--- src/pci_master_initiator_map.svh ---
// Register offsets, field positions, reset values and bus codes of the PCI initiator.
`ifndef PCI_MASTER_INITIATOR_MAP_SVH
`define PCI_MASTER_INITIATOR_MAP_SVH

`define REG_CMD        8'h00
`define REG_ADR        8'h04
`define REG_DAT        8'h08
`define REG_CTL        8'h0c
`define REG_STS        8'h10

`define CMD_READY_BIT  31
`define CMD_TYPE_BIT   0
`define CMD_DIR_BIT    4
`define CMD_BE_LSB     8
`define CMD_WR_MASK    32'h0000_0f11
`define CMD_RESET      32'h8000_0000

`define CTL_CLS_LSB    0
`define CTL_LAT_LSB    8
`define CTL_BASIC_BIT  16
`define CTL_RESET      32'h0000_4008

`define STS_MA_BIT     0
`define STS_TA_BIT     1
`define STS_PERR_BIT   2
`define STS_SERR_BIT   3

`define PCI_CFG_RD     4'ha
`define PCI_CFG_WR     4'hb
`define PCI_IO_RD      4'h2
`define PCI_IO_WR      4'h3
`define PCI_MEM_RD     4'h6
`define PCI_MEM_RDL    4'he
`define PCI_MEM_RDM    4'hc
`define PCI_MEM_WR     4'h7

`define MA_TICKS       3'd5
`define PIN_INIT       39'h00_0000_007e

`endif

--- src/pci_master_pkg.sv ---
// Types shared by the PCI initiator design.
package pci_master_pkg;
   typedef enum logic [2:0] {
      ST_IDLE  = 3'b000,
      ST_REQ   = 3'b001,
      ST_ADDR  = 3'b010,
      ST_DATA  = 3'b011,
      ST_TURN  = 3'b100,
      ST_FLUSH = 3'b101
   } state_type;
endpackage

--- src/pci_master_initiator.sv ---
// PCI initiator: AHB-Lite proxy registers, memory back end and bus sequencer.
`timescale 1ns/1ps
`include "pci_master_initiator_map.svh"
module pci_master_initiator
   import pci_master_pkg::*;
(
   input  wire logic        hclk,                      // System clock, 125 MHz.
   input  wire logic        hresetn,                   // Asynchronous reset, active low.
   input  wire logic        hsel,                      // AHB slave select.
   input  wire logic [31:0] haddr,                     // AHB address.
   input  wire logic [1:0]  htrans,                    // AHB transfer type.
   input  wire logic        hwrite,                    // AHB write strobe.
   input  wire logic [2:0]  hsize,                     // AHB size, word only.
   input  wire logic [31:0] hwdata,                    // AHB write data.
   input  wire logic        hready,                    // AHB bus ready.
   output logic             hreadyout,                 // Slave ready.
   output logic             hresp,                     // Slave response.
   output logic      [31:0] hrdata,                    // Read data.
   input  wire logic        mem_start,                 // Back-end memory request.
   input  wire logic        mem_write,                 // Request is a write.
   input  wire logic [31:0] mem_addr,                  // Byte address of first word.
   input  wire logic [4:0]  mem_count,                 // Words, 1 to 16.
   input  wire logic [3:0]  mem_be,                    // Byte enables, active high.
   input  wire logic [31:0] mem_wdata,                 // Current write word.
   output logic             mem_idle,                  // Request may be taken.
   output logic             mem_ready,                 // One word done.
   output logic      [31:0] mem_rdata,                 // Read word.
   input  wire logic        pci_clk_in,                // PCI clock.
   input  wire logic        bus_grant_in_n,            // Grant.
   input  wire logic        target_ready_in_n,         // Target ready.
   input  wire logic        devsel_in_n,               // Device select.
   input  wire logic        stop_in_n,                 // Target stop.
   input  wire logic        perr_in_n,                 // Parity error.
   input  wire logic        serr_in_n,                 // System error.
   input  wire logic [31:0] ad_in,                     // AD level.
   output logic             bus_request_out_n,         // Request.
   output logic             frame_out_n,               // Frame.
   output logic             frame_oe,                  // Frame enable.
   output logic             initiator_ready_out_n,     // Initiator ready.
   output logic             irdy_oe,                   // Initiator ready enable.
   output logic      [31:0] ad_out,                    // AD drive value.
   output logic             ad_oe,                     // AD enable.
   output logic      [3:0]  command_byte_enable_lines, // Command or enables.
   output logic             cbe_oe                     // Command enable.
);
   logic [38:0] pin_q;
   logic [38:0] pin_rise;

   pin_sync #(.W(39), .INIT(`PIN_INIT)) u_pins (
      .clk   (hclk),
      .rst_n (hresetn),
      .d     ({ad_in, serr_in_n, perr_in_n, stop_in_n, devsel_in_n,
               target_ready_in_n, bus_grant_in_n, pci_clk_in}),
      .q     (pin_q),
      .rise  (pin_rise)
   );

   wire        pci_tick = pin_rise[0];
   wire        gnt_s    = ~pin_q[1];
   wire        trdy_s   = ~pin_q[2];
   wire        devsel_s = ~pin_q[3];
   wire        stop_s   = ~pin_q[4];
   wire        perr_s   = ~pin_q[5];
   wire        serr_s   = ~pin_q[6];
   wire [31:0] ad_s     = pin_q[38:7];

   function automatic logic [1:0] low_lane(input logic [3:0] be);
      low_lane = be[0] ? 2'd0 : be[1] ? 2'd1 : be[2] ? 2'd2 : be[3] ? 2'd3 : 2'd0;
   endfunction

   function automatic logic [3:0] mem_rd_cmd(input logic [4:0] n, input logic [7:0] cls, input logic basic);
      mem_rd_cmd = (basic || n == 5'd1) ? `PCI_MEM_RD :
                   ({3'b000, n} <= cls) ? `PCI_MEM_RDL : `PCI_MEM_RDM;
   endfunction

   logic [31:0] proxy_command_reg;
   logic [31:0] proxy_address_reg;
   logic [31:0] proxy_data_reg;
   logic [31:0] control_reg;
   logic [3:0]  status_reg;
   logic        proxy_go_reg;
   logic        wr_pend_reg;
   logic [7:0]  wr_addr_reg;
   logic [31:0] hrdata_reg;

   state_type   st_reg;
   logic        job_mem_reg;
   logic        job_write_reg;
   logic [3:0]  job_be_reg;
   logic [3:0]  job_cmd_reg;
   logic [4:0]  job_left_reg;
   logic [31:0] job_addr_reg;
   logic        abort_reg;
   logic        load_next_reg;
   logic [2:0]  ma_cnt_reg;
   logic [7:0]  lat_cnt_reg;
   logic        req_n_reg;
   logic        frame_n_reg;
   logic        frame_oe_reg;
   logic        irdy_n_reg;
   logic        irdy_oe_reg;
   logic [31:0] ad_out_reg;
   logic        ad_oe_reg;
   logic [3:0]  cbe_reg;
   logic        cbe_oe_reg;
   logic        mem_ready_reg;
   logic [31:0] mem_rdata_reg;

   // Zero-wait slave: reads are decoded in the address phase and registered.
   wire        addr_ok = hsel && hready && htrans[1];
   wire [31:0] rd_mux  = (haddr[7:0] == `REG_CMD) ? proxy_command_reg :
                         (haddr[7:0] == `REG_ADR) ? proxy_address_reg :
                         (haddr[7:0] == `REG_DAT) ? proxy_data_reg :
                         (haddr[7:0] == `REG_CTL) ? control_reg :
                         (haddr[7:0] == `REG_STS) ? {28'h000_0000, status_reg} : 32'h0000_0000;
   wire        wr_cmd  = wr_pend_reg && wr_addr_reg == `REG_CMD;
   wire        accept  = wr_cmd && proxy_command_reg[`CMD_READY_BIT];
   wire        idle    = proxy_command_reg[`CMD_READY_BIT];

   assign hreadyout = 1'b1;
   assign hresp     = 1'b0;
   assign hrdata    = hrdata_reg;

   always_ff @(posedge hclk or negedge hresetn) begin
      if (!hresetn) begin
         wr_pend_reg <= 1'b0;
         wr_addr_reg <= 8'h00;
         hrdata_reg  <= 32'h0000_0000;
      end else begin
         wr_pend_reg <= addr_ok && hwrite;
         if (addr_ok) begin
            wr_addr_reg <= haddr[7:0];
         end
         if (addr_ok && !hwrite) begin
            hrdata_reg <= rd_mux;
         end
      end
   end

   // Bus phase events, qualified by a detected PCI clock rise except the idle-state take_px and take_mem.
   wire       in_data   = st_reg == ST_DATA && pci_tick;
   wire       phase_ok  = in_data && trdy_s && devsel_s;
   wire       tgt_abort = in_data && stop_s && !devsel_s;
   wire       mst_abort = in_data && !devsel_s && ma_cnt_reg == `MA_TICKS;
   wire [4:0] left_nxt  = job_left_reg - 5'(phase_ok);
   wire       lat_out   = lat_cnt_reg == 8'h00 && !gnt_s;
   wire       end_now   = in_data && frame_n_reg && (phase_ok || stop_s || mst_abort);
   wire       drop_frm  = in_data && !frame_n_reg &&
                          ((phase_ok && (left_nxt == 5'd1 || lat_out)) || stop_s || mst_abort);
   wire       take_px   = st_reg == ST_IDLE && proxy_go_reg;
   wire       take_mem  = st_reg == ST_IDLE && !proxy_go_reg && mem_start;
   wire       turn_tick = st_reg == ST_TURN && pci_tick;
   wire       fin_px    = turn_tick && !job_mem_reg && (abort_reg || job_left_reg == 5'd0);
   wire       bus_busy  = st_reg != ST_IDLE;
   wire [31:0] wsrc     = job_mem_reg ? mem_wdata : proxy_data_reg;

   assign mem_idle = st_reg == ST_IDLE && !proxy_go_reg;

   // Register file; hardware completion wins over software in the same cycle.
   always_ff @(posedge hclk or negedge hresetn) begin
      if (!hresetn) begin
         proxy_command_reg <= `CMD_RESET;
         proxy_address_reg <= 32'h0000_0000;
         proxy_data_reg    <= 32'h0000_0000;
         control_reg       <= `CTL_RESET;
         status_reg        <= 4'h0;
         proxy_go_reg      <= 1'b0;
      end else begin
         if (accept) begin
            proxy_command_reg <= hwdata & `CMD_WR_MASK;
            proxy_go_reg      <= 1'b1;
         end else if (take_px) begin
            proxy_go_reg <= 1'b0;
         end
         if (fin_px) begin
            proxy_command_reg[`CMD_READY_BIT] <= 1'b1;
         end
         if (wr_pend_reg && wr_addr_reg == `REG_ADR && idle) begin
            proxy_address_reg <= hwdata;
         end
         // Read word returned to proxy data.
         if (phase_ok && !job_mem_reg && !job_write_reg) begin
            proxy_data_reg <= ad_s;
         end else if (wr_pend_reg && wr_addr_reg == `REG_DAT && idle) begin
            proxy_data_reg <= hwdata;
         end
         if (wr_pend_reg && wr_addr_reg == `REG_CTL) begin
            control_reg <= hwdata;
         end
         status_reg <= ((wr_pend_reg && wr_addr_reg == `REG_STS) ? status_reg & ~hwdata[3:0] : status_reg) |
                       ({3'b000, mst_abort} << `STS_MA_BIT) | ({3'b000, tgt_abort} << `STS_TA_BIT) |
                       ({3'b000, bus_busy && perr_s} << `STS_PERR_BIT) |
                       ({3'b000, bus_busy && serr_s} << `STS_SERR_BIT);
      end
   end

   // Job capture, progress and reissue bookkeeping.
   always_ff @(posedge hclk or negedge hresetn) begin
      if (!hresetn) begin
         job_mem_reg   <= 1'b0;
         job_write_reg <= 1'b0;
         job_be_reg    <= 4'h0;
         job_cmd_reg   <= 4'h0;
         job_left_reg  <= 5'd0;
         job_addr_reg  <= 32'h0000_0000;
      end else if (take_px) begin
         job_mem_reg   <= 1'b0;
         job_write_reg <= !proxy_command_reg[`CMD_DIR_BIT];
         job_be_reg    <= proxy_command_reg[`CMD_BE_LSB +: 4];
         job_left_reg  <= 5'd1;
         if (proxy_command_reg[`CMD_TYPE_BIT]) begin
            // Low address bits name lowest byte.
            job_addr_reg <= {proxy_address_reg[31:2], low_lane(proxy_command_reg[`CMD_BE_LSB +: 4])};
            job_cmd_reg  <= proxy_command_reg[`CMD_DIR_BIT] ? `PCI_IO_RD : `PCI_IO_WR;
         end else begin
            job_addr_reg <= proxy_address_reg;
            job_cmd_reg  <= proxy_command_reg[`CMD_DIR_BIT] ? `PCI_CFG_RD : `PCI_CFG_WR;
         end
      end else if (take_mem) begin
         job_mem_reg   <= 1'b1;
         job_write_reg <= mem_write;
         job_be_reg    <= mem_be;
         job_left_reg  <= mem_count;
         job_addr_reg  <= {mem_addr[31:2], 2'b00};
         job_cmd_reg   <= mem_write ? `PCI_MEM_WR :
                          mem_rd_cmd(mem_count, control_reg[`CTL_CLS_LSB +: 8], control_reg[`CTL_BASIC_BIT]);
      end else if (phase_ok || st_reg == ST_FLUSH) begin
         job_left_reg <= job_left_reg - 5'd1;
         job_addr_reg <= job_addr_reg + 32'h0000_0004;
      end
   end

   // Bus sequencer.
   always_ff @(posedge hclk or negedge hresetn) begin
      if (!hresetn) begin
         st_reg <= ST_IDLE;
      end else begin
         unique case (st_reg)
            ST_IDLE:  if (take_px || take_mem) st_reg <= ST_REQ;
            ST_REQ:   if (pci_tick && gnt_s) st_reg <= ST_ADDR;
            ST_ADDR:  if (pci_tick) st_reg <= ST_DATA;
            ST_DATA:  if (end_now) st_reg <= ST_TURN;
            ST_TURN: begin
               if (turn_tick) begin
                  if (abort_reg && job_mem_reg && job_left_reg != 5'd0) st_reg <= ST_FLUSH;
                  else if (!abort_reg && job_left_reg != 5'd0) st_reg <= ST_REQ;
                  else st_reg <= ST_IDLE;
               end
            end
            ST_FLUSH: if (job_left_reg == 5'd1) st_reg <= ST_IDLE;
            default:  st_reg <= ST_IDLE;
         endcase
      end
   end

   always_ff @(posedge hclk or negedge hresetn) begin
      if (!hresetn) begin
         abort_reg   <= 1'b0;
         ma_cnt_reg  <= 3'd0;
         lat_cnt_reg <= 8'h00;
      end else begin
         if (st_reg == ST_IDLE) abort_reg <= 1'b0;
         else if (tgt_abort || mst_abort) abort_reg <= 1'b1;
         if (st_reg == ST_ADDR) ma_cnt_reg <= 3'd0;
         else if (in_data && !devsel_s && ma_cnt_reg != `MA_TICKS) ma_cnt_reg <= ma_cnt_reg + 3'd1;
         if (st_reg == ST_REQ) lat_cnt_reg <= control_reg[`CTL_LAT_LSB +: 8];
         else if (in_data && lat_cnt_reg != 8'h00) lat_cnt_reg <= lat_cnt_reg - 8'h01;
      end
   end

   // Pin drivers.
   always_ff @(posedge hclk or negedge hresetn) begin
      if (!hresetn) begin
         req_n_reg     <= 1'b1;
         frame_n_reg   <= 1'b1;
         frame_oe_reg  <= 1'b0;
         irdy_n_reg    <= 1'b1;
         irdy_oe_reg   <= 1'b0;
         ad_out_reg    <= 32'h0000_0000;
         ad_oe_reg     <= 1'b0;
         cbe_reg       <= 4'hf;
         cbe_oe_reg    <= 1'b0;
         load_next_reg <= 1'b0;
      end else begin
         load_next_reg <= mem_ready_reg && job_write_reg && st_reg == ST_DATA;
         if (take_px || take_mem || (turn_tick && !abort_reg && job_left_reg != 5'd0)) begin
            req_n_reg <= 1'b0;
         end else if (st_reg == ST_REQ && pci_tick && gnt_s) begin
            req_n_reg    <= 1'b1;
            frame_n_reg  <= 1'b0;
            frame_oe_reg <= 1'b1;
            irdy_oe_reg  <= 1'b1;
            ad_out_reg   <= job_addr_reg;
            ad_oe_reg    <= 1'b1;
            cbe_reg      <= job_cmd_reg;
            cbe_oe_reg   <= 1'b1;
         end else if (st_reg == ST_ADDR && pci_tick) begin
            // Single phase drops frame with irdy.
            irdy_n_reg  <= 1'b0;
            frame_n_reg <= job_left_reg == 5'd1;
            cbe_reg     <= ~job_be_reg;
            ad_oe_reg   <= job_write_reg;
            ad_out_reg  <= wsrc;
         end else if (end_now) begin
            irdy_n_reg <= 1'b1;
            ad_oe_reg  <= 1'b0;
            cbe_oe_reg <= 1'b0;
         end else if (drop_frm) begin
            frame_n_reg <= 1'b1;
         end else if (turn_tick) begin
            frame_oe_reg <= 1'b0;
            irdy_oe_reg  <= 1'b0;
         end
         // Next word is taken a cycle after the ready pulse so the back end can advance.
         if (load_next_reg) begin
            ad_out_reg <= wsrc;
         end
      end
   end

   always_ff @(posedge hclk or negedge hresetn) begin
      if (!hresetn) begin
         mem_ready_reg <= 1'b0;
         mem_rdata_reg <= 32'h0000_0000;
      end else begin
         mem_ready_reg <= (phase_ok && job_mem_reg) || st_reg == ST_FLUSH;
         if (phase_ok && job_mem_reg && !job_write_reg) mem_rdata_reg <= ad_s;
      end
   end

   assign mem_ready             = mem_ready_reg;
   assign mem_rdata             = mem_rdata_reg;
   assign bus_request_out_n     = req_n_reg;
   assign frame_out_n           = frame_n_reg;
   assign frame_oe              = frame_oe_reg;
   assign initiator_ready_out_n = irdy_n_reg;
   assign irdy_oe               = irdy_oe_reg;
   assign ad_out                = ad_out_reg;
   assign ad_oe                 = ad_oe_reg;
   assign command_byte_enable_lines = cbe_reg;
   assign cbe_oe                = cbe_oe_reg;
endmodule

--- src/pin_sync.sv ---
// Three-stage pin synchroniser with agreement filter and rising-edge pulse.
`timescale 1ns/1ps
module pin_sync #(
   parameter int          W    = 1,
   parameter logic [W-1:0] INIT = '0
) (
   input  wire logic         clk,   // Sampling clock.
   input  wire logic         rst_n, // Asynchronous reset, active low.
   input  wire logic [W-1:0] d,     // Raw pin levels.
   output logic      [W-1:0] q,     // Filtered levels.
   output logic      [W-1:0] rise   // One-cycle pulse on a filtered rise.
);
   logic [W-1:0] s1_reg;
   logic [W-1:0] s2_reg;
   logic [W-1:0] s3_reg;
   wire  [W-1:0] agree = ~(s2_reg ^ s3_reg);
   // A bit only moves once the second and third stages agree.
   wire  [W-1:0] q_next = (s2_reg & agree) | (q & ~agree);

   always_ff @(posedge clk or negedge rst_n) begin
      if (!rst_n) begin
         s1_reg <= INIT;
         s2_reg <= INIT;
         s3_reg <= INIT;
         q      <= INIT;
         rise   <= '0;
      end else begin
         s1_reg <= d;
         s2_reg <= s1_reg;
         s3_reg <= s2_reg;
         q      <= q_next;
         rise   <= q_next & ~q;
      end
   end
endmodule
--- config.mk ---
export PLATFORM = sky130hd
export DESIGN_NAME = pci_master_initiator
export DESIGN_NICKNAME = d
export VERILOG_FILES = /design/src/pci_master_pkg.sv /design/src/pci_master_initiator.sv /design/src/pin_sync.sv
export VERILOG_INCLUDE_DIRS = /design/src
export SDC_FILE = /design/constraint.sdc
export NUM_CORES = 1
export LEC_CHECK = 0
export ABC_AREA = 1
export BUFFER_PORTS_ARGS = -buffer_cell sky130_fd_sc_hd__buf_4
export CAP_MARGIN = 30
export CORE_ASPECT_RATIO = 1.25
export CORE_MARGIN = 2
export CORE_UTILIZATION = 30
export DETAILED_ROUTE_END_ITERATION = 8
export GPL_TIMING_DRIVEN = 0
export PLACE_DENSITY = 0.57
export REMOVE_ABC_BUFFERS = 1
export SYNTH_ARGS = -nofsm -noshare
export SYNTH_HDL_FRONTEND = slang
export SYNTH_SLANG_ARGS = --single-unit
--- constraint.sdc ---
create_clock -name hclk -period 3.7 [get_ports hclk]
set_input_delay 0.555 -clock hclk [delete_from_list [all_inputs] [get_ports hclk]]
set_output_delay 0.555 -clock hclk [all_outputs]
set_load 0.02 [all_outputs]
==> summary.md <==
| Metric | Value |
|---|---|
| Uppermost routed layer | met5 |
| Hold Vio Cnt, Final | 0 |
| Post-synthesis sequential area ratio | 58.45% |
| DR vias | 15390 |
| Vias in the first global route | 15640 |
| Tot GR Track Use | 18.61% |
| Maximum vdd drop | 0.3855 mV |
| Grt ovf | 0 |
| Share of layout cells above drive strength 1 | 18.36% |
| Final setup vio count | 0 |
| Met1 WL | 26250 um |
| Met2 Wirelength | 28450 um |
| Drt pass-1 iters | 5 |
| Max Cap Viol | 0 |
| Crit path DAT | 3.65 ns |
| Yosys cell types | 47 |
| R2r worst-path depth | 9 |
| Max-slew headroom | 33.45% |
| Worst hold start | pci_clk_in |
| Die Wd | 229.1 um |
| Syn Area/Cell | 9.093 um2 |
| Critical path class | flop to flop |
| Worst-Skew Late Latency | 0.60 ns |
| Sequential Area | 0.01110 mm2 |
| Delay-heaviest family, CP | buffers and inverters |
| Fmax | 311.8 MHz |
| Core Region | 0.06289 mm2 |
| Violation count after the first detailed-routing iteration | 1049 |
| Maximum buffer depth of the clock tree | 3 |
| Reg-to-reg startpoint | st_reg[2] |
| Power density over the cells | 629.0 mW/mm2 |
| Crit path max-delay cell type | inv_2 |
| R2R setup slack | 0.49 ns |
| Clock Sinks | 442 |
| Reg2reg end | job_addr_reg[2] |
| Worst setup path end | job_addr_reg[2] |
| CP Max Fanout | 33 |
| I/O pin cnt | 299 |
| DRC viols | 0 |
| Root Driver | clkbuf_16 |
| WL per Instance | 18.80 um |
| WHS Path Cells | 1 |
| Std-Cell Rows | 103 |
| Core Util, Final | 37.55% |
| CP cell instances | nor2_1 > nand2_2 > inv_1 > o21ai_4 > nand3_2 > inv_2 > a21oi_1 > o21ai_0 > o21ai_0 |
| #FFs+latches synth | 442 |
| Most frequent CP cell | o21ai_0 |
| CP Buf/Inv Count | 2 |
| Period utilization | 86.69% |
| First-pass GRT wire length | 93310 um |
| Worst hold path class | input port to flop |
| Clk_skew | 0.02558 ns |
| RSZ-0062 raised after global routing | no |
| Hpwl dp | 44400 um |
| Die area | 0.06536 mm2 |
| Placer congestion estimate | 0.8969 |
| Layout Cells excl Fill | 3219 |
| CP endpoint kind | flop |
| Worst slew pin tran | 0.9922 ns |
| Post-CTS Setup Repair Bufs | 0 |
| Routed wl met3 | 3393 um |
| Initial antenna violation count | 6 |
| Post-Syn Instances | 2089 |
| I/O Buffers | 266 |
| Synthesized cell area | 0.01900 mm2 |
| Leak pwr | 11.72 nW |
| CTS tree | yes |
| CTS Buf Count | 46 |
| Fin nets | 2540 |
| Initial core utilization | 30.20% |
| Placed cell count | 3128 |
| CP peak stage delay | 0.86 ns |
| Min cycle time layout | 3.207 ns |
| Syn-to-layout area delta | 24.31% |
| Final antenna-violating net count | 0 |
| Yosys warns | 0 |
| DR vias/cell | 4.782 |
| Multi-input logic area | 0.006892 mm2 |
| Outcome | finished clean |
| Crit. Startpoint | st_reg[2] |
| Max-slew violations | 0 |
| Reg clk slew, reported paths | 0.06 ns |
| Crit path launch type | flop |
| Chip height | 285.3 um |
| Filler instances | 6436 |
| Largest net degree at the start of global routing | 124 |
| WL final | 60530 um |
| Htree depth | 2 |
| Worst slack, placed | 0.1083 ns |
| Final worst slack | 0.4926 ns |
| Crit path depth | 9 |
| Worst Path Required | 4.15 ns |
==> timing repair <==
action | in CTS | in global routing
hold endpoints to repair | 15 | 0
hold buffers | 1 | 0
resized for setup | 0 | 0
setup endpoints to repair | 0 | 0
==> worst min path at each step <==
stage                                             to  slack (ns)
final                               u_pins.s1_reg[0]        0.06
after global routing                u_pins.s1_reg[0]        0.04
after CTS                           u_pins.s1_reg[0]        0.03
after detailed placement           u_pins.s2_reg[17]        0.33
after global placement             u_pins.s2_reg[23]        0.33
after floorplan           asynchronous set/reset pin        0.26
==> where the power goes <==
part	switching [mW]	internal [mW]
Sequential	0.766	5.62
Clock	2.00	2.64
Combinational	2.36	1.46
Total	5.12	9.73
==> routing by layer <==
layer | up-vias | global-route usage [%]
li1 | 7331 | -
met1 | 7464 | 24.15
met2 | 473 | 30.24
met3 | 121 | 3.560
met4 | 4 | 8.247
met5 | - | 0
==> area by class of cell <==
| class | count | share of cell area (%) |
|---|---|---|
| Sequential cell | 442 | 47.02 |
| Multi-Input combinational cell | 1395 | 29.18 |
| Timing Repair Buffer | 285 | 10.28 |
| Clock buffer | 71 | 5.828 |
| Tap cell | 840 | 4.451 |
| Inverter | 168 | 2.676 |
| Clock inverter | 14 | 0.5140 |
| Antenna cell | 4 | 0.04239 |
==> cell usage in the layout, fill, tap and decap left out, drive strengths merged, types with 4 or more instances in the layout <==
master  count
nor3       14
clkinv     12
nor2      168
nand3b      5
buf       284
xnor2       6
nand2     578
o211ai     32
xor2        6
o22ai       7
a21oi     105
nand4      10
inv       166
maj3       39
clkbuf     71
mux2       17
a22oi       4
mux2i      28
diode       4
dfstp      34
o21ai     232
dfrtp     408
ha         14
nand3     113
==> Yosys cell counts (all sizes together) <==
| cell | count | area (um2) |
|---|---|---|
| mux2i | 28 | 280.3 |
| a32o | 1 | 10.01 |
| nor2 | 168 | 635.6 |
| a21boi | 1 | 7.510 |
| o21ai | 232 | 1172 |
| nand4 | 10 | 62.56 |
| ha | 14 | 175.2 |
| o22ai | 7 | 43.79 |
| clkbuf | 52 | 196.4 |
| conb | 2 | 7.510 |
| o21a | 1 | 7.510 |
| nand3 | 113 | 570.6 |
| nand3b | 5 | 37.54 |
| a31oi | 2 | 12.51 |
| dfrtp | 408 | 10210 |
| o221ai | 1 | 8.760 |
| a22oi | 4 | 30.03 |
| nor4 | 3 | 18.77 |
| mux2 | 17 | 191.4 |
| xor2 | 6 | 52.55 |
| nor3b | 1 | 7.510 |
| a21oi | 105 | 525.5 |
| maj3 | 39 | 390.4 |
| nand2 | 578 | 2185 |
| dfstp | 34 | 893.4 |
| clkinv | 4 | 15.01 |
| and3 | 1 | 6.260 |
| nor3 | 14 | 102.6 |
| buf | 32 | 206.4 |
| nor2b | 1 | 6.260 |
| o211ai | 32 | 240.2 |
| or2 | 3 | 18.77 |
| inv | 164 | 615.6 |
| xnor2 | 6 | 52.55 |
==> per-stage QoR <==
step | cell area [um2] | setup TNS (ns) | power [mW] | hold WS, ns
2_1_floorplan | 18590 | 0 | 8.488 | 0.2594
3_3_place_gp | 21640 | -1192.96 | 10.12 | 0.3317
3_5_place_dp | 22080 | 0 | 10.32 | 0.3347
4_1_cts | 23580 | 0 | 15.04 | 0.02898
5_1_grt | 23610 | 0 | 15.73 | 0.04140
6_report | 23610 | 0 | 14.85 | 0.06352
==> worst register-to-register path: cells and delay by family, from the launching register on <==
kind	cells	cell delay, ns
AOI/OAI and AO/OA	4	0.48
buffers and inverters	2	1.02
DFF	1	0.57
and+or+nand+nor	3	0.98
==> cells by family after synthesis <==
group	share of synthesized area, %
other cells	0.03954
mux	2.483
xor+xnor	0.5533
flops	58.45
buf+inv	5.441
compound gates	10.84
simple gates	19.22
fa+ha+maj	2.977
Power figures use the tool's default switching activity.
